## src/design/tla_pkg.sv

```systemverilog
package tla_pkg;
    // widths
    localparam int PTR_W  = 8;
    localparam int DATA_W = 16;
    localparam int TEMP_W = 13;
    localparam int LIM_COUNT = 3;

    // register pointer values
    localparam logic [7:0] PTR_UPPER = 8'h02;
    localparam logic [7:0] PTR_LOWER = 8'h03;
    localparam logic [7:0] PTR_CRIT  = 8'h04;
    localparam logic [7:0] PTR_AMB   = 8'h05;

    // limit slots inside the bank
    localparam int LIM_UPPER = 0;
    localparam int LIM_LOWER = 1;
    localparam int LIM_CRIT  = 2;
    localparam logic [7:0] LIM_PTR [0:2] = '{8'h02, 8'h03, 8'h04};

    // field layout
    localparam logic [15:0] LIM_MASK  = 16'h1ffc;
    localparam logic [15:0] LIM_RESET = 16'h0000;
    localparam logic [12:0] AMB_RESET = 13'h0000;
    localparam logic [2:0]  FLG_RESET = 3'h0;
    localparam int FLG_CRIT  = 2;
    localparam int FLG_UPPER = 1;
    localparam int FLG_LOWER = 0;

    // resolution codes
    localparam logic [1:0] RES_HALF    = 2'h0;
    localparam logic [1:0] RES_QUARTER = 2'h1;
    localparam logic [1:0] RES_EIGHTH  = 2'h2;
    localparam logic [1:0] RES_SIXTH   = 2'h3;

    // bits kept at each resolution step
    function automatic logic [12:0] res_mask(input logic [1:0] res);
        case (res)
            RES_HALF:    res_mask = 13'h1ff8;
            RES_QUARTER: res_mask = 13'h1ffc;
            RES_EIGHTH:  res_mask = 13'h1ffe;
            default:     res_mask = 13'h1fff;
        endcase
    endfunction : res_mask
endpackage : tla_pkg

```

## src/design/tla_limit_if.sv

```systemverilog
interface tla_limit_if;
    // stored boundaries, in bank slot order
    logic [15:0] limit [0:2];

    // the bank owns the limits
    modport bank (output limit);

    // the comparator and readback only look
    modport cmp (input limit);
endinterface : tla_limit_if

```

## src/design/tla_compare.sv

```systemverilog
module tla_compare (
    // stored limits
    tla_limit_if.cmp         lim,
    // current ambient value
    input  wire logic [12:0] amb_temp,
    // raw comparison flags
    output logic      [2:0]  flags
);
    // signed views: limits carry two zero bits at the bottom
    logic signed [12:0] t_amb;
    logic signed [12:0] t_upper;
    logic signed [12:0] t_lower;
    logic signed [12:0] t_crit;

    assign t_amb   = amb_temp;
    assign t_upper = lim.limit[tla_pkg::LIM_UPPER][12:0];
    assign t_lower = lim.limit[tla_pkg::LIM_LOWER][12:0];
    assign t_crit  = lim.limit[tla_pkg::LIM_CRIT][12:0];

    // no config input here: flags ignore event settings
    assign flags[tla_pkg::FLG_CRIT]  = (t_amb >= t_crit);
    assign flags[tla_pkg::FLG_UPPER] = (t_amb > t_upper);
    assign flags[tla_pkg::FLG_LOWER] = (t_amb < t_lower);
endmodule : tla_compare

```

## src/design/tla_limit_bank.sv

```systemverilog
module tla_limit_bank (
    // clock and reset
    input  wire logic        sys_clk,
    input  wire logic        resetn,
    // host write port
    input  wire logic        wr_en,
    input  wire logic [7:0]  reg_ptr,
    input  wire logic [15:0] wr_data,
    // write protection
    input  wire logic        win_lock,
    input  wire logic        crit_lock,
    // stored limits
    tla_limit_if.bank        lim
);
    genvar i;

    // one storage slot per boundary
    generate
        for (i = 0; i < tla_pkg::LIM_COUNT; i++) begin : g_lim
            logic hit;    // pointer selects this slot
            logic locked; // lock bit for this slot
            assign hit = wr_en && (reg_ptr == tla_pkg::LIM_PTR[i]);
            // critical slot has its own lock
            assign locked = (i == tla_pkg::LIM_CRIT) ? crit_lock : win_lock;

            // masked store: unused bits never hold a one
            always_ff @(posedge sys_clk or negedge resetn) begin
                if (!resetn) begin
                    lim.limit[i] <= tla_pkg::LIM_RESET;
                end else if (hit && !locked) begin
                    lim.limit[i] <= wr_data & tla_pkg::LIM_MASK;
                end
            end
        end
    endgenerate
endmodule : tla_limit_bank

```

## src/design/tla_regs.sv

```systemverilog
// Behaviour
// - three 16-bit read/write boundary registers
// - limits at pointers 02, 03, 04
// - limits: signed 11-bit, quarter degree step
// - limit bits 12..2 stored and read back
// - limit bits 15..13, 1..0 read zero
// - enabled event output fires beyond boundaries; with crit_only set, beyond critical only
// - read-only ambient at pointer 05, reset zero
// - ambient temperature double-buffered against reads
// - conversion result loaded in one parallel update
// - bit 15: temperature at or above critical
// - bit 14: temperature strictly above upper
// - bit 13: temperature strictly below lower
// - bits 12..0 signed temperature, bit 12 sign
// - flags computed regardless of event settings
// - bits below resolution step stay zero
// - weights 128 degrees down to one sixteenth
// - two-bit resolution code selects step size
// - locks block writes to guarded limits
module tla_regs (
    // clock and reset
    input  wire logic        sys_clk,
    input  wire logic        resetn,
    // register port from the serial engine
    input  wire logic [7:0]  reg_ptr,
    input  wire logic        wr_en,
    input  wire logic [15:0] wr_data,
    input  wire logic        rd_en,
    output logic      [15:0] rd_data,
    output logic             rd_valid,
    // converter result
    input  wire logic        conv_valid,
    input  wire logic [12:0] conv_temp,
    // configuration levels
    input  wire logic        event_en,
    input  wire logic        crit_only,
    input  wire logic        win_lock,
    input  wire logic        crit_lock,
    input  wire logic [1:0]  resolution,
    // event output, active high
    output logic             event_out
);

    // ------------------------------------------------
    // internal signals
    // ------------------------------------------------

    // shared limit storage
    tla_limit_if lim_if ();

    // held ambient temperature
    logic [12:0] amb_temp;
    // masked converter word
    logic [12:0] next_amb;
    // comparator outputs
    logic [2:0]  raw_flags;
    // registered flags
    logic [2:0]  flag_q;
    // full ambient word as read
    logic [15:0] amb_word;
    // read mux result
    logic [15:0] next_rd;
    // event level before its flop
    logic        next_event;
    // boundary cause, window or critical
    logic        cause;

    // pointer decode
    logic        sel_upper;
    logic        sel_lower;
    logic        sel_crit;
    logic        sel_amb;

    // ------------------------------------------------
    // limit storage
    // ------------------------------------------------

    // three slots, written through lock gating
    tla_limit_bank u_bank (
        .sys_clk   (sys_clk),
        .resetn    (resetn),
        .wr_en     (wr_en),
        .reg_ptr   (reg_ptr),
        .wr_data   (wr_data),
        .win_lock  (win_lock),
        .crit_lock (crit_lock),
        .lim       (lim_if.bank)
    );

    // ------------------------------------------------
    // comparison
    // ------------------------------------------------

    // flags against the held ambient value
    tla_compare u_cmp (
        .lim      (lim_if.cmp),
        .amb_temp (amb_temp),
        .flags    (raw_flags)
    );

    // ------------------------------------------------
    // ambient capture
    // ------------------------------------------------

    // drop bits finer than the chosen step
    assign next_amb = conv_temp & tla_pkg::res_mask(resolution);

    // one wide load per conversion; reads copy the
    // whole word at once so no half-update is seen
    always_ff @(posedge sys_clk or negedge resetn) begin
        if (!resetn) begin
            amb_temp <= tla_pkg::AMB_RESET;
        end else if (conv_valid) begin
            amb_temp <= next_amb;
        end
    end

    // flags follow both new samples and limit writes
    always_ff @(posedge sys_clk or negedge resetn) begin
        if (!resetn) begin
            flag_q <= tla_pkg::FLG_RESET;
        end else begin
            flag_q <= raw_flags;
        end
    end

    // flags on top, temperature below
    assign amb_word = {flag_q, amb_temp};

    // ------------------------------------------------
    // register readback
    // ------------------------------------------------

    // pointer decode
    assign sel_upper = (reg_ptr == tla_pkg::PTR_UPPER);
    assign sel_lower = (reg_ptr == tla_pkg::PTR_LOWER);
    assign sel_crit  = (reg_ptr == tla_pkg::PTR_CRIT);
    assign sel_amb   = (reg_ptr == tla_pkg::PTR_AMB);

    // unknown pointers read as zero
    assign next_rd =
        sel_upper ? lim_if.limit[tla_pkg::LIM_UPPER] :
        sel_lower ? lim_if.limit[tla_pkg::LIM_LOWER] :
        sel_crit  ? lim_if.limit[tla_pkg::LIM_CRIT]  :
        sel_amb   ? amb_word                         :
                    16'h0000;

    // snapshot on request; held until the next one
    // so both bytes of a read come from one sample
    always_ff @(posedge sys_clk or negedge resetn) begin
        if (!resetn) begin
            rd_data <= 16'h0000;
        end else if (rd_en) begin
            rd_data <= next_rd;
        end
    end

    // one-cycle mark that rd_data is fresh
    always_ff @(posedge sys_clk or negedge resetn) begin
        if (!resetn) begin
            rd_valid <= 1'b0;
        end else begin
            rd_valid <= rd_en;
        end
    end

    // ------------------------------------------------
    // event output
    // ------------------------------------------------

    // critical-only mode ignores the window flags
    assign cause = crit_only ? flag_q[tla_pkg::FLG_CRIT] : (|flag_q);

    // comparator style level; pin shaping is elsewhere
    assign next_event = event_en && cause;

    // registered so the pin never glitches
    always_ff @(posedge sys_clk or negedge resetn) begin
        if (!resetn) begin
            event_out <= 1'b0;
        end else begin
            event_out <= next_event;
        end
    end

    // ------------------------------------------------
    // checks
    // ------------------------------------------------

    // a limit read returns the slot unchanged
    chk_upper_read: assert property (
        @(posedge sys_clk) disable iff (!resetn)
        rd_en && sel_upper
        |=> rd_data == $past(lim_if.limit[tla_pkg::LIM_UPPER]))
        else $error("upper limit read mismatch");

    // critical slot sits at its own pointer
    chk_crit_read: assert property (
        @(posedge sys_clk) disable iff (!resetn)
        rd_en && sel_crit
        |=> rd_data == $past(lim_if.limit[tla_pkg::LIM_CRIT]))
        else $error("critical limit read mismatch");

    // unused limit bits always read zero
    chk_limit_zero: assert property (
        @(posedge sys_clk) disable iff (!resetn)
        rd_en && (sel_upper || sel_lower || sel_crit)
        |=> (rd_data & ~tla_pkg::LIM_MASK) == 16'h0000)
        else $error("unused limit bit read as one");

    // an unlocked write lands in the next cycle
    chk_lower_write: assert property (
        @(posedge sys_clk) disable iff (!resetn)
        wr_en && sel_lower && !win_lock
        |=> lim_if.limit[tla_pkg::LIM_LOWER] ==
            ($past(wr_data) & tla_pkg::LIM_MASK))
        else $error("lower limit write lost");

    // window lock freezes upper limit
    chk_window_lock: assert property (
        @(posedge sys_clk) disable iff (!resetn)
        wr_en && sel_upper && win_lock
        |=> $stable(lim_if.limit[tla_pkg::LIM_UPPER]))
        else $error("upper limit changed while locked");

    // critical lock freezes critical limit
    chk_crit_lock: assert property (
        @(posedge sys_clk) disable iff (!resetn)
        wr_en && sel_crit && crit_lock
        |=> $stable(lim_if.limit[tla_pkg::LIM_CRIT]))
        else $error("critical limit changed while locked");

    // ambient ignores host writes
    chk_amb_readonly: assert property (
        @(posedge sys_clk) disable iff (!resetn)
        wr_en && sel_amb && !conv_valid
        |=> $stable(amb_temp))
        else $error("ambient changed on host write");

    // ambient moves only on a conversion
    chk_amb_hold: assert property (
        @(posedge sys_clk) disable iff (!resetn)
        !conv_valid |=> $stable(amb_temp))
        else $error("ambient changed without conversion");

    // conversion loads masked word in one step
    chk_amb_load: assert property (
        @(posedge sys_clk) disable iff (!resetn)
        conv_valid
        |=> amb_temp == ($past(conv_temp) &
            tla_pkg::res_mask($past(resolution))))
        else $error("conversion not loaded");

    // quarter step keeps the two low bits clear
    chk_res_quarter: assert property (
        @(posedge sys_clk) disable iff (!resetn)
        conv_valid && resolution == tla_pkg::RES_QUARTER
        |=> amb_temp[1:0] == 2'h0)
        else $error("fraction bits set at quarter step");

    // critical flag read matches signed compare;
    // a read on the first edge out of reset still sees cleared flags
    chk_crit_flag: assert property (
        @(posedge sys_clk) disable iff (!resetn)
        rd_en && sel_amb && $past(resetn)
        |=> rd_data[15] == ($signed($past(amb_temp, 2)) >=
            $signed($past(lim_if.limit[tla_pkg::LIM_CRIT][12:0], 2))))
        else $error("critical flag wrong");

    // upper flag is strict: equal reads zero
    chk_upper_flag: assert property (
        @(posedge sys_clk) disable iff (!resetn)
        rd_en && sel_amb
        |=> rd_data[14] == ($signed($past(amb_temp, 2)) >
            $signed($past(lim_if.limit[tla_pkg::LIM_UPPER][12:0], 2))))
        else $error("upper flag read wrong");

    // lower flag read in bit 13, strict as well
    chk_lower_flag: assert property (
        @(posedge sys_clk) disable iff (!resetn)
        rd_en && sel_amb
        |=> rd_data[13] == ($signed($past(amb_temp, 2)) <
            $signed($past(lim_if.limit[tla_pkg::LIM_LOWER][12:0], 2))))
        else $error("lower flag read wrong");

    // flags present even with event disabled
    chk_flag_free: assert property (
        @(posedge sys_clk) disable iff (!resetn)
        !event_en
        |=> flag_q == {($signed($past(amb_temp)) >=
                        $signed($past(lim_if.limit[tla_pkg::LIM_CRIT][12:0]))),
                       ($signed($past(amb_temp)) >
                        $signed($past(lim_if.limit[tla_pkg::LIM_UPPER][12:0]))),
                       ($signed($past(amb_temp)) <
                        $signed($past(lim_if.limit[tla_pkg::LIM_LOWER][12:0])))})
        else $error("flags gated by event setting");

    // disabled event output stays low
    chk_event_off: assert property (
        @(posedge sys_clk) disable iff (!resetn)
        !event_en |=> !event_out)
        else $error("event asserted while disabled");

    // critical crossing raises the event
    chk_event_crit: assert property (
        @(posedge sys_clk) disable iff (!resetn)
        event_en && flag_q[tla_pkg::FLG_CRIT] |=> event_out)
        else $error("event missed on critical");

    // lower slot sits at its own pointer
    chk_lower_read: assert property (
        @(posedge sys_clk) disable iff (!resetn)
        rd_en && sel_lower
        |=> rd_data == $past(lim_if.limit[tla_pkg::LIM_LOWER]))
        else $error("lower limit read mismatch");

    // an unlocked upper write lands masked
    chk_upper_write: assert property (
        @(posedge sys_clk) disable iff (!resetn)
        wr_en && sel_upper && !win_lock
        |=> lim_if.limit[tla_pkg::LIM_UPPER] ==
            ($past(wr_data) & tla_pkg::LIM_MASK))
        else $error("upper limit write lost");

    // ambient read carries the held temperature
    chk_amb_read: assert property (
        @(posedge sys_clk) disable iff (!resetn)
        rd_en && sel_amb
        |=> rd_data[12:0] == $past(amb_temp))
        else $error("ambient temperature read wrong");

    // snapshot holds while no read is asked for
    chk_rd_hold: assert property (
        @(posedge sys_clk) disable iff (!resetn)
        !rd_en |=> $stable(rd_data))
        else $error("read data moved without a read");

    // every read is answered one edge later
    chk_rd_pulse: assert property (
        @(posedge sys_clk) disable iff (!resetn)
        rd_en |=> rd_valid)
        else $error("read not answered");

    // window crossing raises the event unless critical-only
    chk_event_window: assert property (
        @(posedge sys_clk) disable iff (!resetn)
        event_en && !crit_only &&
        (flag_q[tla_pkg::FLG_UPPER] || flag_q[tla_pkg::FLG_LOWER])
        |=> event_out)
        else $error("event missed on window");

    // no boundary crossed, no event
    chk_event_quiet: assert property (
        @(posedge sys_clk) disable iff (!resetn)
        !flag_q[tla_pkg::FLG_CRIT] &&
        (crit_only || !(flag_q[tla_pkg::FLG_UPPER] || flag_q[tla_pkg::FLG_LOWER]))
        |=> !event_out)
        else $error("event without a crossing");

endmodule : tla_regs

```

## config.mk

```make
export PLATFORM = sky130hd
export DESIGN_NAME = tla_regs
export DESIGN_NICKNAME = d
export VERILOG_FILES = /design/src/design/tla_pkg.sv /design/src/design/tla_limit_if.sv /design/src/design/tla_compare.sv /design/src/design/tla_limit_bank.sv /design/src/design/tla_regs.sv
export SDC_FILE = /design/constraint.sdc
export NUM_CORES = 1
export LEC_CHECK = 0
export BUFFER_PORTS_ARGS = -buffer_cell sky130_fd_sc_hd__buf_2
export CORE_AREA = 2 2 70 138
export DETAILED_ROUTE_END_ITERATION = 12
export DIE_AREA = 0 0 72 140
export PLACE_DENSITY_LB_ADDON = 0.2
export SYNTH_ARGS = -nofsm -noshare
export SYNTH_HDL_FRONTEND = slang
export SYNTH_HIERARCHICAL = 1
export SYNTH_SLANG_ARGS = --single-unit
export TNS_END_PERCENT = 1
```

## constraint.sdc

```tcl
create_clock -name sys_clk -period 2.35 [get_ports sys_clk]
set_input_delay 0.3525 -clock sys_clk [delete_from_list [all_inputs] [get_ports sys_clk]]
set_output_delay 0.3525 -clock sys_clk [all_outputs]
set_load 0.05 [all_outputs]
```

Yosys cells after proc, flatten, opt, wreduce, memory -nomap -nowiden:

Index checks and enable logic that the tools add are counted.

* flip-flop bits (word level): 67
* bits in latches: 0
* memory bits (writable): 0
* ROM bits: 0
* output and inout bits: 18
* word-level logic and storage cells: 35
* memories kept: 0

* add/sub/neg operators: 0
* multiply operators: 0
* divide/modulo/power cells: 0
* order comparisons: 3
* eq/ne operators: 6
* shifts and indexed selects: 0
* muxes and demuxes: 6
* bitwise gates (word level): 1
* reduce and logical (&&, ||, !) cells: 11

Operators by type and width (count)
* 16-bit 2-to-1 mux: 4
* 8-bit by 2-bit equality test with 1-bit output, second input constant: 2
* 8-bit by 3-bit equality test with 1-bit output, second input constant: 2
* 13-bit bitwise AND: 1
* 13-bit >= comparator: 1
* 13-bit greater-than comparator: 1
* 13-bit less-than comparator: 1
* 3-bit case mux with 3 select lines: 1
* 1-bit logical AND: 7
* 3-bit OR reduction: 1
* 2-bit by 1-bit equality test with 1-bit output, second input constant: 1
* 2-bit equality test, second input constant: 1
* 1-bit logical NOT: 2
* 2-bit logical NOT: 1
* 1-bit 2-to-1 mux: 1

Longest topological paths before layout:

Gate-level depths: netlist (run 1).

* depth after elaboration: 5
* gate-level depth with buffers: 8
* mapped depth without buffers: 7

Cells and area by module:

Netlist (run 1), hierarchy kept.

Modules (own cells, without submodules)
* tla_regs: instances 1, cells each 171, area an instance 1891.8 µm², seq. area each 850.8 µm²
* tla_limit_bank: instances 1, cells each 92, area an instance 1458.9 µm², seq. area each 825.8 µm²
* tla_compare: instances 1, cells each 133, area an instance 958.4 µm², seq. area each 0.0 µm²

Least setup slack after synthesis (run 1):

OpenSTA, ideal clock, no wires.

* kind: reg2reg
* from: register amb_temp[3]
* to: register flag_q[1]
* arrival: 1.614 ns
* required time: 2.271 ns
* slack: 0.657 ns
* stages on the path, launching flop included: 7
* buffers on the path: 0
* clock period less this slack: 1.693 ns
* cells stage by stage: dfrtp_1 > ha_1 > a21oi_2 > nand2_1 > a211o_1 > a211oi_2 > mux2i_1

* word-level cells in the longest chain between the ends: 1

Ends and longest elaborated chain
* start: declaration: line tla_regs.sv:52 `logic [12:0] amb_temp;`
* start signal: assignment: line tla_regs.sv:112 `amb_temp <= tla_pkg::AMB_RESET;`
* start signal: assignment: line tla_regs.sv:114 `amb_temp <= next_amb;`
* 13-bit greater-than comparator: line tla_compare.sv:22 `assign flags[tla_pkg::FLG_UPPER] = (t_amb > t_upper);`
* via raw_flags[1]: line tla_regs.sv:56 `logic [2:0] raw_flags;`
* end signal: assignment: line tla_regs.sv:121 `flag_q <= tla_pkg::FLG_RESET;`
* end signal: assignment: line tla_regs.sv:123 `flag_q <= raw_flags;`
* end: declaration: line tla_regs.sv:58 `logic [2:0] flag_q;`

The timed path passes the listed nets, and every way through them passes these cells.
A chain may end at the register's enable or synchronous reset.

Worst setup path after layout (run 1):

* from: register amb_temp[2]
* to: register flag_q[2]

* word-level cells in the longest chain between the ends: 1

Ends and longest elaborated chain
* 13-bit >= comparator: line tla_compare.sv:21 `assign flags[tla_pkg::FLG_CRIT] = (t_amb >= t_crit);`
* via raw_flags[2]: line tla_regs.sv:56

The timed path passes the listed nets, and every way through them passes these cells.

==> results of run 1 <==
==> state kept, by name, summed over array words and instances (netlist names) <==
name / count
amb_temp: 13
event_out: 1
flag_q: 3
rd_data: 16
rd_valid: 1
u_bank/lim.limit: 33
==> final cells by class <==
class / instances / area [um2]
clock buffer: 13 / 280.3
inverter: 57 / 214.0
timing repair buffer: 70 / 387.9
fill: 792 / 4014
multi-input combinational: 254 / 2245
sequential: 67 / 1677
tap: 102 / 127.6
clock inverter: 3 / 67.56
==> kinds of logic (layout without fill, tap and decap cells) <==
family          after synthesis  after routing  synth area share, %
buf+inv                      89            143                10.22
flops                        67             67                38.91
mux                          61             61                16.84
fa+ha+maj                    38             38                11.03
compound gates               68             68                13.07
other cells                   1             15              0.08702
simple gates                 72             72                9.843
==> layer usage <==
layer	track usage (%)	wire length, um	vias up
met2	36.70	5248	69
met4	11.02	369	0
li1	-	-	1489
met5	0	0	-
met1	24.36	3922	1460
met3	3.381	326	28
==> cell usage in the layout, fill, tap and decap left out, drive strengths merged, types with 3 or more instances in the layout <==
cell type | netlist | final
buf | 26 | 70
dfrtp | 67 | 67
mux2 | 59 | 59
inv | 57 | 57
ha | 38 | 38
nor2 | 23 | 23
nand2b | 17 | 17
a22oi | 16 | 16
o32ai | 16 | 16
conb | 1 | 15
a21oi | 13 | 13
clkbuf | 6 | 13
o21ai | 8 | 8
nand2 | 8 | 8
nand4 | 6 | 6
a21o | 6 | 6
nand3 | 5 | 5
nor2b | 3 | 3
nor4b | 3 | 3
==> worst paths after layout <==
check	to	slack, ps
max	flag_q[2]	530
min	amb_temp[2]	30
max reg2reg	flag_q[2]	530
min reg2reg	event_out	510
max in group asynchronous	u_bank/lim.limit[10]	2020
min in group sys_clk	event_out	230
==> power by group through the flow <==
stage | logic, mW | registers (mW) | clock network [mW]
after floorplan | 0.307 | 1.28 | 0
after global placement | 0.446 | 1.28 | 0
after detailed placement | 0.458 | 1.28 | 0
after CTS | 0.461 | 1.26 | 1.57
after global routing | 0.521 | 1.27 | 1.62
final | 0.456 | 1.26 | 1.54
==> summary.md, run 1 <==
| Metric | Value |
|---|---|
| Final instance area | `0.004999 mm2` |
| Die Y | `roughly 140 um` |
| Initial antenna violation count | `0` |
| Worst VDD drop | `around 630 uV` |
| Post-CTS resize count | `0` |
| Post-layout util | `roughly 55%` |
| Final nets | `545` |
| Chip width | `around 72 um` |
| Number of global-route vias before repair | `3,354` |
| Flop pwr share | `about two fifths` |
| Initial DRT Pass Iterations | `4` |
| Sw power | `slightly below 800 uW` |
| CP startpoint kind | `flop` |
| Final hold vios | `0` |
| Area share of the largest cell type after synthesis | `approximately two fifths` |
| Count leader, synth | `dfrtp_1` |
| CTS Buffer Depth | `2` |
| Port Buffers | `60` |
| Syn-to-layout area delta | `16.00%` |
| Count of pins over their slew limit | `0` |
| DP HPWL | `just under 7000 um` |
| Switching portion of total power | `24.42%` |
| Placed Area | `0.004651 mm2` |
| Most used flip-flop cell after synthesis | `dfrtp_1` |
| Outcome | `finished clean` |
| Worst Skew | `7.164 ps` |
| CP max FO | `5` |
| Buffer count from post-CTS setup fixing | `0` |
| First-pass GRT wire length | `approximately 16,000 um` |
| Crit-path slowest cell | `dfrtp_1` |
| Setup TNS | `0 ps` |
| YS warnings | `6` |
| CP cell instances | `ha_1 > nand2_1 > o21ai_0 > a211oi_1 > o31a_1 > o22ai_1` |
| Share of layout cells above drive strength 1 | `a little over a third` |
| Reg clk slew, reported paths | `approximately 50 ps` |
| Initial cell density of the core | `between 40% and 50%` |
| Placed insts | `550` |
| I/O pin count | `66` |
| Fin cells | `roughly 570` |
| Worst Path Arrival | `2050 ps` |
| Gr usage total | `a little over a fifth` |
| GRT overflow | `0` |
| Post-synth top cells | `dfrtp_1 (67), inv_1 (57), mux2_2 (48)` |
| CTS tree | `yes` |
| CP max stage delay | `between 400 and 500 ps` |
| H-tree depth | `3` |
| DRC viols | `0` |
| RSZ-0062 raised after global routing | `false` |
| Number of synthesized flops with an enable pin | `0` |
| R2R Path Start | `amb_temp[2]` |
| Routability cong. | `around 0.83` |
| Ys async rst share | `100.0%` |
| Reg2Reg Depth | `6` |
| Flops & latches, synth | `67` |
| Critical path type | `flop to flop` |
| Power Internal | `2.460 mW` |
| Setup WS pre-CTS | `approximately 490 ps` |
| Min Tclk post-route | `1820 ps` |
| TritonCTS buffer count | `9` |
| Largest net degree at the start of global routing | `just under 70` |
| Buf/Inv on CP | `0` |
| Number of DRC markers in iteration 0 | `140` |
| WHS | `about 34 ps` |
| Crit path depth | `6` |
| Pwr Density | `~650 mW/mm2` |
| Mean Syn Cell Area | `roughly 11 um2` |
| Post-Syn Instances | `between 300 and 400` |
| Final Power | `around 3.3 mW` |
| Root Buffer | `clkbuf_16` |
| # rows | `between 40 and 50` |
| Largest area contributor in the netlist | `dfrtp_1` |
| Final setup viols | `0` |
| Synth area leaders | `dfrtp_1 (39%), mux2_2 (13%), ha_1 (11%), inv_1 (5.0%), mux2_4 (3.8%)` |
| # diodes | `0` |
| DR vias/cell | `between 5 and 6` |
| Crit. End Element | `flop` |
| Comb power frac | `between 10% and 20%` |
| Critical Path Source | `amb_temp[2]` |
| WP data required | `about 2600 ps` |
| Maximum clock frequency | `549.3 MHz` |
| Clk Latency, worst-skew pair | `330 ps` |
| Hold WC Path Type | `input port to async pin` |
| Core Footprint | `roughly 0.0090 mm2` |
| Die area | `between 0.01 and 0.015 mm2` |
| Post-DRT Antenna Nets | `0` |
| Unique masters post-synth | `43` |
| Final period util | `between 70% and 80%` |
| Sequential fraction of the synthesis area | `about two fifths` |
| CP delay by family, top | `compound AO/OA/AOI/OAI gates` |
| Hold_buf cts | `0` |
| Max-cap violations | `0` |
| Final worst slack | `about 530 ps` |
| Via count | `3,046` |
| Clock power frac | `47.3%` |
| Leakage | `between 2 and 2.5 nW` |
| Drt total wl | `9866 um` |
| WL/cell | `between 15 and 20 um` |
| Mapped Area | `around 0.0043 mm2` |
| TritonCTS Sinks | `67` |
No activity file was read; power rests on OpenSTA's default activity.
==> inputs of run 2 (changes only) <==
- clock period: 2.35 -> 1.54 ns (I/O delays scaled with it)
==> summary.md, run 2 (synthesis results as in run 1) <==
| Metric | Value |
|---|---|
| Outcome | `finished with violations` |
| Failing checks | `setup timing` |
| Initial DRT Pass Iterations | `4 (unchanged)` |
| TritonCTS buffer count | `9 (unchanged)` |
| # diodes | `0 (unchanged)` |
| Final setup viols | `2 (+2)` |
| Largest register by flop count | `u_bank/lim.limit` |
| Largest net degree at the start of global routing | `68 (unchanged)` |
| Leakage | `2.515 nW (+5.3%)` |
| Final worst slack | `-112.1 ps (-641.6 ps)` |
| Initial antenna violation count | `0 (unchanged)` |
| Commonest non-fill, non-tap cell in the layout | `dfrtp_1` |
| Worst Skew | `2.160 ps (-5.003 ps)` |
| Clk Latency, worst-skew pair | `340 ps (about the same)` |
| Worst Path Arrival | `1870 ps (-180 ps)` |
| Pwr Density | `911.9 mW/mm2 (+40%)` |
| Routability cong. | `0.8422 (+0.89%)` |
| Number of flip-flops in the largest register | `33 (unchanged)` |
| GRT overflow | `0 (unchanged)` |
| WP data required | `1750 ps (-830 ps)` |
| Drt total wl | `10,430 um (+5.8%)` |
| DRC viols | `0 (unchanged)` |
| Max-cap violations | `0 (unchanged)` |
| Worst VDD drop | `699.3 uV (+11%)` |
| Number of global-route vias before repair | `3,388 (+1.0%)` |
| First-pass GRT wire length | `16,780 um (+3.7%)` |
| DR top layer | `met4` |
| Count of pins over their slew limit | `0 (unchanged)` |
| Setup WS pre-CTS | `-168.3 ps (-656.7 ps)` |
| DP HPWL | `7635 um (+11%)` |
| Syn-to-layout area delta | `22.18%` |
| R2r setup slk | `-110 ps (-640 ps)` |
| Reg-to-reg endpoint | `flag_q[2]` |
| Commonest cells after routing, fill and taps aside | `dfrtp_1 (63), buf_2 (60), inv_1 (55), mux2_2 (48), buf_4 (34)` |
| Share of layout cells above drive strength 1 | `41.46% (+6.5 points)` |
| Post-DRT Antenna Nets | `0 (unchanged)` |
| CP startpoint kind | `flop` |
| Initial cell density of the core | `47.81% (unchanged)` |
| Via count | `3,221 (+5.7%)` |
| Met2 WL | `5516 um (+5.1%)` |
| H-tree depth | `3 (unchanged)` |
| Final nets | `573 (+5.1%)` |
| CTS tree | `yes` |
| Chip width | `72 um (unchanged)` |
| Final period util | `107.3% (+30 points)` |
| Port Buffers | `60 (unchanged)` |
| Die Y | `140 um (unchanged)` |
| DRT met1 WL | `4117 um (+5.0%)` |
| Die area | `0.01008 mm2 (unchanged)` |
| Reg2Reg Depth | `6 (unchanged)` |
| Reg clk slew, reported paths | `60 ps (about the same)` |
| Critical path type | `flop to flop` |
| Number of DRC markers in iteration 0 | `145 (+3.6%)` |
| # rows | `49 (unchanged)` |
| CP max FO | `5 (unchanged)` |
| Hold path depth | `2` |
| R2R Path Start | `amb_temp[6]` |
| I/O pin count | `66 (unchanged)` |
| Crit. End Element | `flop` |
| Top flop regs | `u_bank/lim.limit x33, rd_data x16, amb_temp x13` |
| Final instance area | `0.005265 mm2 (+5.3%)` |
| Post-layout util | `58.42% (+3.0 points)` |
| CTS Buffer Depth | `2 (unchanged)` |
| Worst Min Path Start | `event_en` |
| Core Footprint | `0.009012 mm2 (unchanged)` |
| Placed Area | `0.004863 mm2 (+4.6%)` |
| Maximum clock frequency | `605.3 MHz (+10%)` |
| Root Buffer | `clkbuf_16` |
| WL/cell | `17.57 um (+0.77%)` |
| Worst hold endpoint | `event_out` |
| RSZ-0062 raised after global routing | `true` |
| Routed met3 length | `367 um (+13%)` |
| DR vias/cell | `5.423 (+0.76%)` |
| TritonCTS Sinks | `67 (unchanged)` |
| Hold WC Path Type | `input port to flop` |
| Final hold vios | `0 (unchanged)` |
| Gr usage total | `22.13% (+0.99 points)` |
| Min Tclk post-route | `1652 ps (-168.4 ps)` |
run 2: changes by cell type in the layout (fill, tap and decap cells not counted), sizes merged:
cell,previous run,this run
dlygate4sd3,0,1
clkbuf,13,11
clkinv,0,3
buf,70,97
bufinv,2,1
run 2: final cells by class:
class / instances / area [um2]
clock inverter: 5 / 52.55
timing repair buffer: 98 / 616.8
tap: 102 / 127.6
inverter: 57 / 214.0
fill: 779 / 3747
sequential: 67 / 1682
clock buffer: 11 / 242.7
multi-input combinational: 254 / 2330
run 2: worst max-delay path: stages, from the launching register on:
cell     delay (ps)
dfrtp_2         440
ha_1            320
a21o_1          180
a21o_1          190
a21oi_2         150
o31a_1          170
o22ai_2          80
run 2: routing by layer:
metal	track usage (%)	up-vias
met1	25.52	1570
met3	3.813	32
li1	-	1547
met4	11.82	0
met2	38.06	72
met5	0	-
run 2: worst max-delay path by stage:
stage | start | slack (ps) | cells past startpoint | end
final | amb_temp[6] | -110 | 6 | flag_q[2]
after CTS | u_bank/lim.limit[35] | -100 | 7 | flag_q[1]
after global placement | amb_temp[6] | -120 | 6 | flag_q[2]
after global routing | amb_temp[1] | -190 | 7 | flag_q[1]
after detailed placement | amb_temp[1] | -170 | 7 | flag_q[2]
after floorplan | amb_temp[4] | -8 | 6 | flag_q[1]
run 2: stage by stage:
| stage | setup TNS (ps) | std cells | power, mW | hold slack, ps |
|---|---|---|---|---|
| after floorplan | -8.353 | 410 | 2.420 | -64.59 |
| after global placement | -234.1 | 575 | 2.699 | 282.0 |
| after detailed placement | -395.6 | 575 | 2.722 | 285.8 |
| after CTS | -198.5 | 593 | 4.827 | 108.9 |
| after global routing | -437.4 | 594 | 5.040 | 117.7 |
| final | -210.2 | 594 | 4.801 | 107.8 |
run 2: power breakdown:
part           switching (mW)  internal [mW]
clock network           0.769           1.29
registers              0.0810           1.84
logic                   0.415          0.407
run 2: what timing repair did:
item | 4_1_cts | 5_1_grt
buffers inserted | 1 | 1
endpoints found under the hold margin | 67 | 0
hold buffers | 1 | 0
gates resized for setup | 13 | 5
endpoints found under the setup margin | 3 | 3
cloned | 0 | 0
pin swaps | 4 | 0
==> inputs of run 3 (changes only) <==
- CORE_AREA: 2 2 70 138 -> 2 2 102 94
- DIE_AREA: 0 0 72 140 -> 0 0 104 96
==> summary.md, run 3 (synthesis results as in run 1) <==
| Metric | Value |
|---|---|
| Reg-to-reg endpoint | `flag_q[1]` |
| GRT overflow | `0 (unchanged)` |
| WHS | `105.8 ps (-1.918 ps)` |
| Via count | `3,160 (-1.9%)` |
| Die area | `0.009984 mm2 (-0.95%)` |
| First-pass GRT wire length | `16,530 um (-1.5%)` |
| Final period util | `103.7% (-3.6 points)` |
| # rows | `33 (-33%)` |
| DP HPWL | `7270 um (-4.8%)` |
| Placed Area | `0.004871 mm2 (+0.15%)` |
| Core Footprint | `0.008919 mm2 (-1.0%)` |
| Worst Skew | `6.424 ps (+4.264 ps)` |
| Clk Latency, worst-skew pair | `350 ps (about the same)` |
| Initial antenna violation count | `0 (unchanged)` |
| Share of layout cells above drive strength 1 | `40.90% (-0.56 points)` |
| Routability cong. | `0.8432 (+0.12%)` |
| H-tree depth | `3 (unchanged)` |
| Syn-to-layout area delta | `20.01%` |
| TritonCTS Sinks | `67 (unchanged)` |
| CTS tree | `yes` |
| Number of flip-flops in the largest register | `33 (unchanged)` |
| Top flop regs | `u_bank/lim.limit x33, rd_data x16, amb_temp x13` |
| Initial DRT Pass Iterations | `4 (unchanged)` |
| Number of DRC markers in iteration 0 | `140 (-3.4%)` |
| Largest net degree at the start of global routing | `33 (-51%)` |
| Setup TNS | `-91.40 ps (+118.8 ps)` |
| R2r setup slk | `-60 ps (+60 ps)` |
| Count of pins over their slew limit | `0 (unchanged)` |
| Placed insts | `591 (+2.8%)` |
| DRC viols | `0 (unchanged)` |
| Worst Path Arrival | `1880 ps (about the same)` |
| Largest register by flop count | `u_bank/lim.limit` |
| Commonest cells after routing, fill and taps aside | `dfrtp_1 (65), buf_2 (60), inv_1 (55), mux2_2 (48), ha_1 (32)` |
| CTS Buffer Depth | `2 (unchanged)` |
| Failing checks | `setup timing` |
| Final setup viols | `2 (unchanged)` |
| Commonest non-fill, non-tap cell in the layout | `dfrtp_1` |
| R2R Path Start | `u_bank/lim.limit[34]` |
| Final nets | `570 (-0.52%)` |
| Drt total wl | `10,030 um (-3.9%)` |
| CP max FO | `2 (-3)` |
| CP startpoint kind | `flop` |
| Crit. End Element | `flop` |
| Layout filler cell count | `802 (+3.0%)` |
| Final hold vios | `0 (unchanged)` |
| Max-cap violations | `0 (unchanged)` |
| Final Power | `4.082 mW (-15%)` |
| WL/cell | `16.42 um (-6.5%)` |
| Worst Min Path Start | `event_en` |
| Hold path depth | `2 (unchanged)` |
| Hold WC Path Type | `input port to flop` |
| TritonCTS buffer count | `9 (unchanged)` |
| Port Buffers | `60 (unchanged)` |
| RSZ-0062 raised after global routing | `true` |
| Gr usage total | `21.63% (-0.50 points)` |
| # diodes | `0 (unchanged)` |
| Fin cells | `611 (+2.9%)` |
| DR vias/cell | `5.172 (-4.6%)` |
| CP endpoint | `flag_q[1]` |
| Die Y | `96 um (-31%)` |
| Critical Path Source | `u_bank/lim.limit[34]` |
| Critical path type | `flop to flop` |
| Chip width | `104 um (+44%)` |
| Root Buffer | `clkbuf_8` |
| Pwr Density | `789.4 mW/mm2 (-13%)` |
| Reg2Reg Depth | `7 (+1)` |
| Number of global-route vias before repair | `3,191 (-5.8%)` |
| Worst VDD drop | `375.5 uV (-46%)` |
| I/O pin count | `66 (unchanged)` |
| Initial cell density of the core | `48.32% (+0.50 points)` |
| Maximum clock frequency | `626.3 MHz (+3.5%)` |
| WP data required | `1820 ps (+70 ps)` |
| Reg clk slew, reported paths | `80 ps (+20 ps)` |
| Post-DRT Antenna Nets | `0 (unchanged)` |
| Min Tclk post-route | `1597 ps (-55.34 ps)` |
| Leakage | `2.450 nW (-2.6%)` |
| Outcome | `finished with violations` |
| Final instance area | `0.005171 mm2 (-1.8%)` |
| Final worst slack | `-56.73 ps (+55.34 ps)` |
==> run 3: worst min-delay path by stage <==
stage	endpoint
finish	event_out
global placement	amb_temp[11]
global route	event_out
CTS	event_out
floorplan	amb_temp[0]
detailed placement	amb_temp[11]
==> run 3: cell type report <==
class                      instances  area [um2]  share of cell area, %
clock buffer                      10       127.6                  2.468
tap                              122       152.6                  2.952
multi-input combinational        254        2344                  45.32
inverter                          57       214.0                  4.137
clock inverter                     6       51.30                 0.9920
timing repair buffer              95       603.1                  11.66
sequential                        67        1679                  32.47
==> run 3: worst max-delay path, stage by stage (launching register included) <==
cell,delay [ps]
dfrtp_1,380
inv_1,110
ha_4,210
nand4_1,100
nor2_1,50
a211o_1,270
a211oi_2,200
mux2i_1,200
==> run 3: layer usage <==
metal	global-route usage (%)	routed length [um]	share of wire, %
met1	28.68	4677	47
met2	36.18	4791	48
met3	4.739	472	4.7
met4	5.968	91	0.91
met5	0	0	0
==> run 3: power breakdown <==
| group | leakage, nW | total (mW) | internal (mW) | switching (mW) |
|---|---|---|---|---|
| Clock | 0.0870 | 1.34 | 0.601 | 0.744 |
| Sequential | 0.893 | 1.91 | 1.83 | 0.0741 |
| Combinational | 1.47 | 0.828 | 0.409 | 0.419 |
| Total | 2.45 | 4.08 | 2.84 | 1.24 |
==> run 3: metrics by stage <==
| step | worst slack, ps | utilization (%) |
|---|---|---|
| final | -56.73 | 57.98 |
| after global routing | -143.5 | 57.98 |
| after CTS | -85.28 | 57.52 |
| after detailed placement | -176.8 | 54.62 |
| after global placement | -159.8 | 54.62 |
| after floorplan | -8.353 | - |
==> run 3: repair_timing <==
| action | CTS | global route |
|---|---|---|
| hold buffers | 1 | 0 |
| hold endpoints to repair | 15 | 0 |
| pin swaps | 8 | 1 |
| endpoints found under the setup margin | 3 | 3 |
| resized for setup | 11 | 5 |
| setup buffers | 2 | 1 |
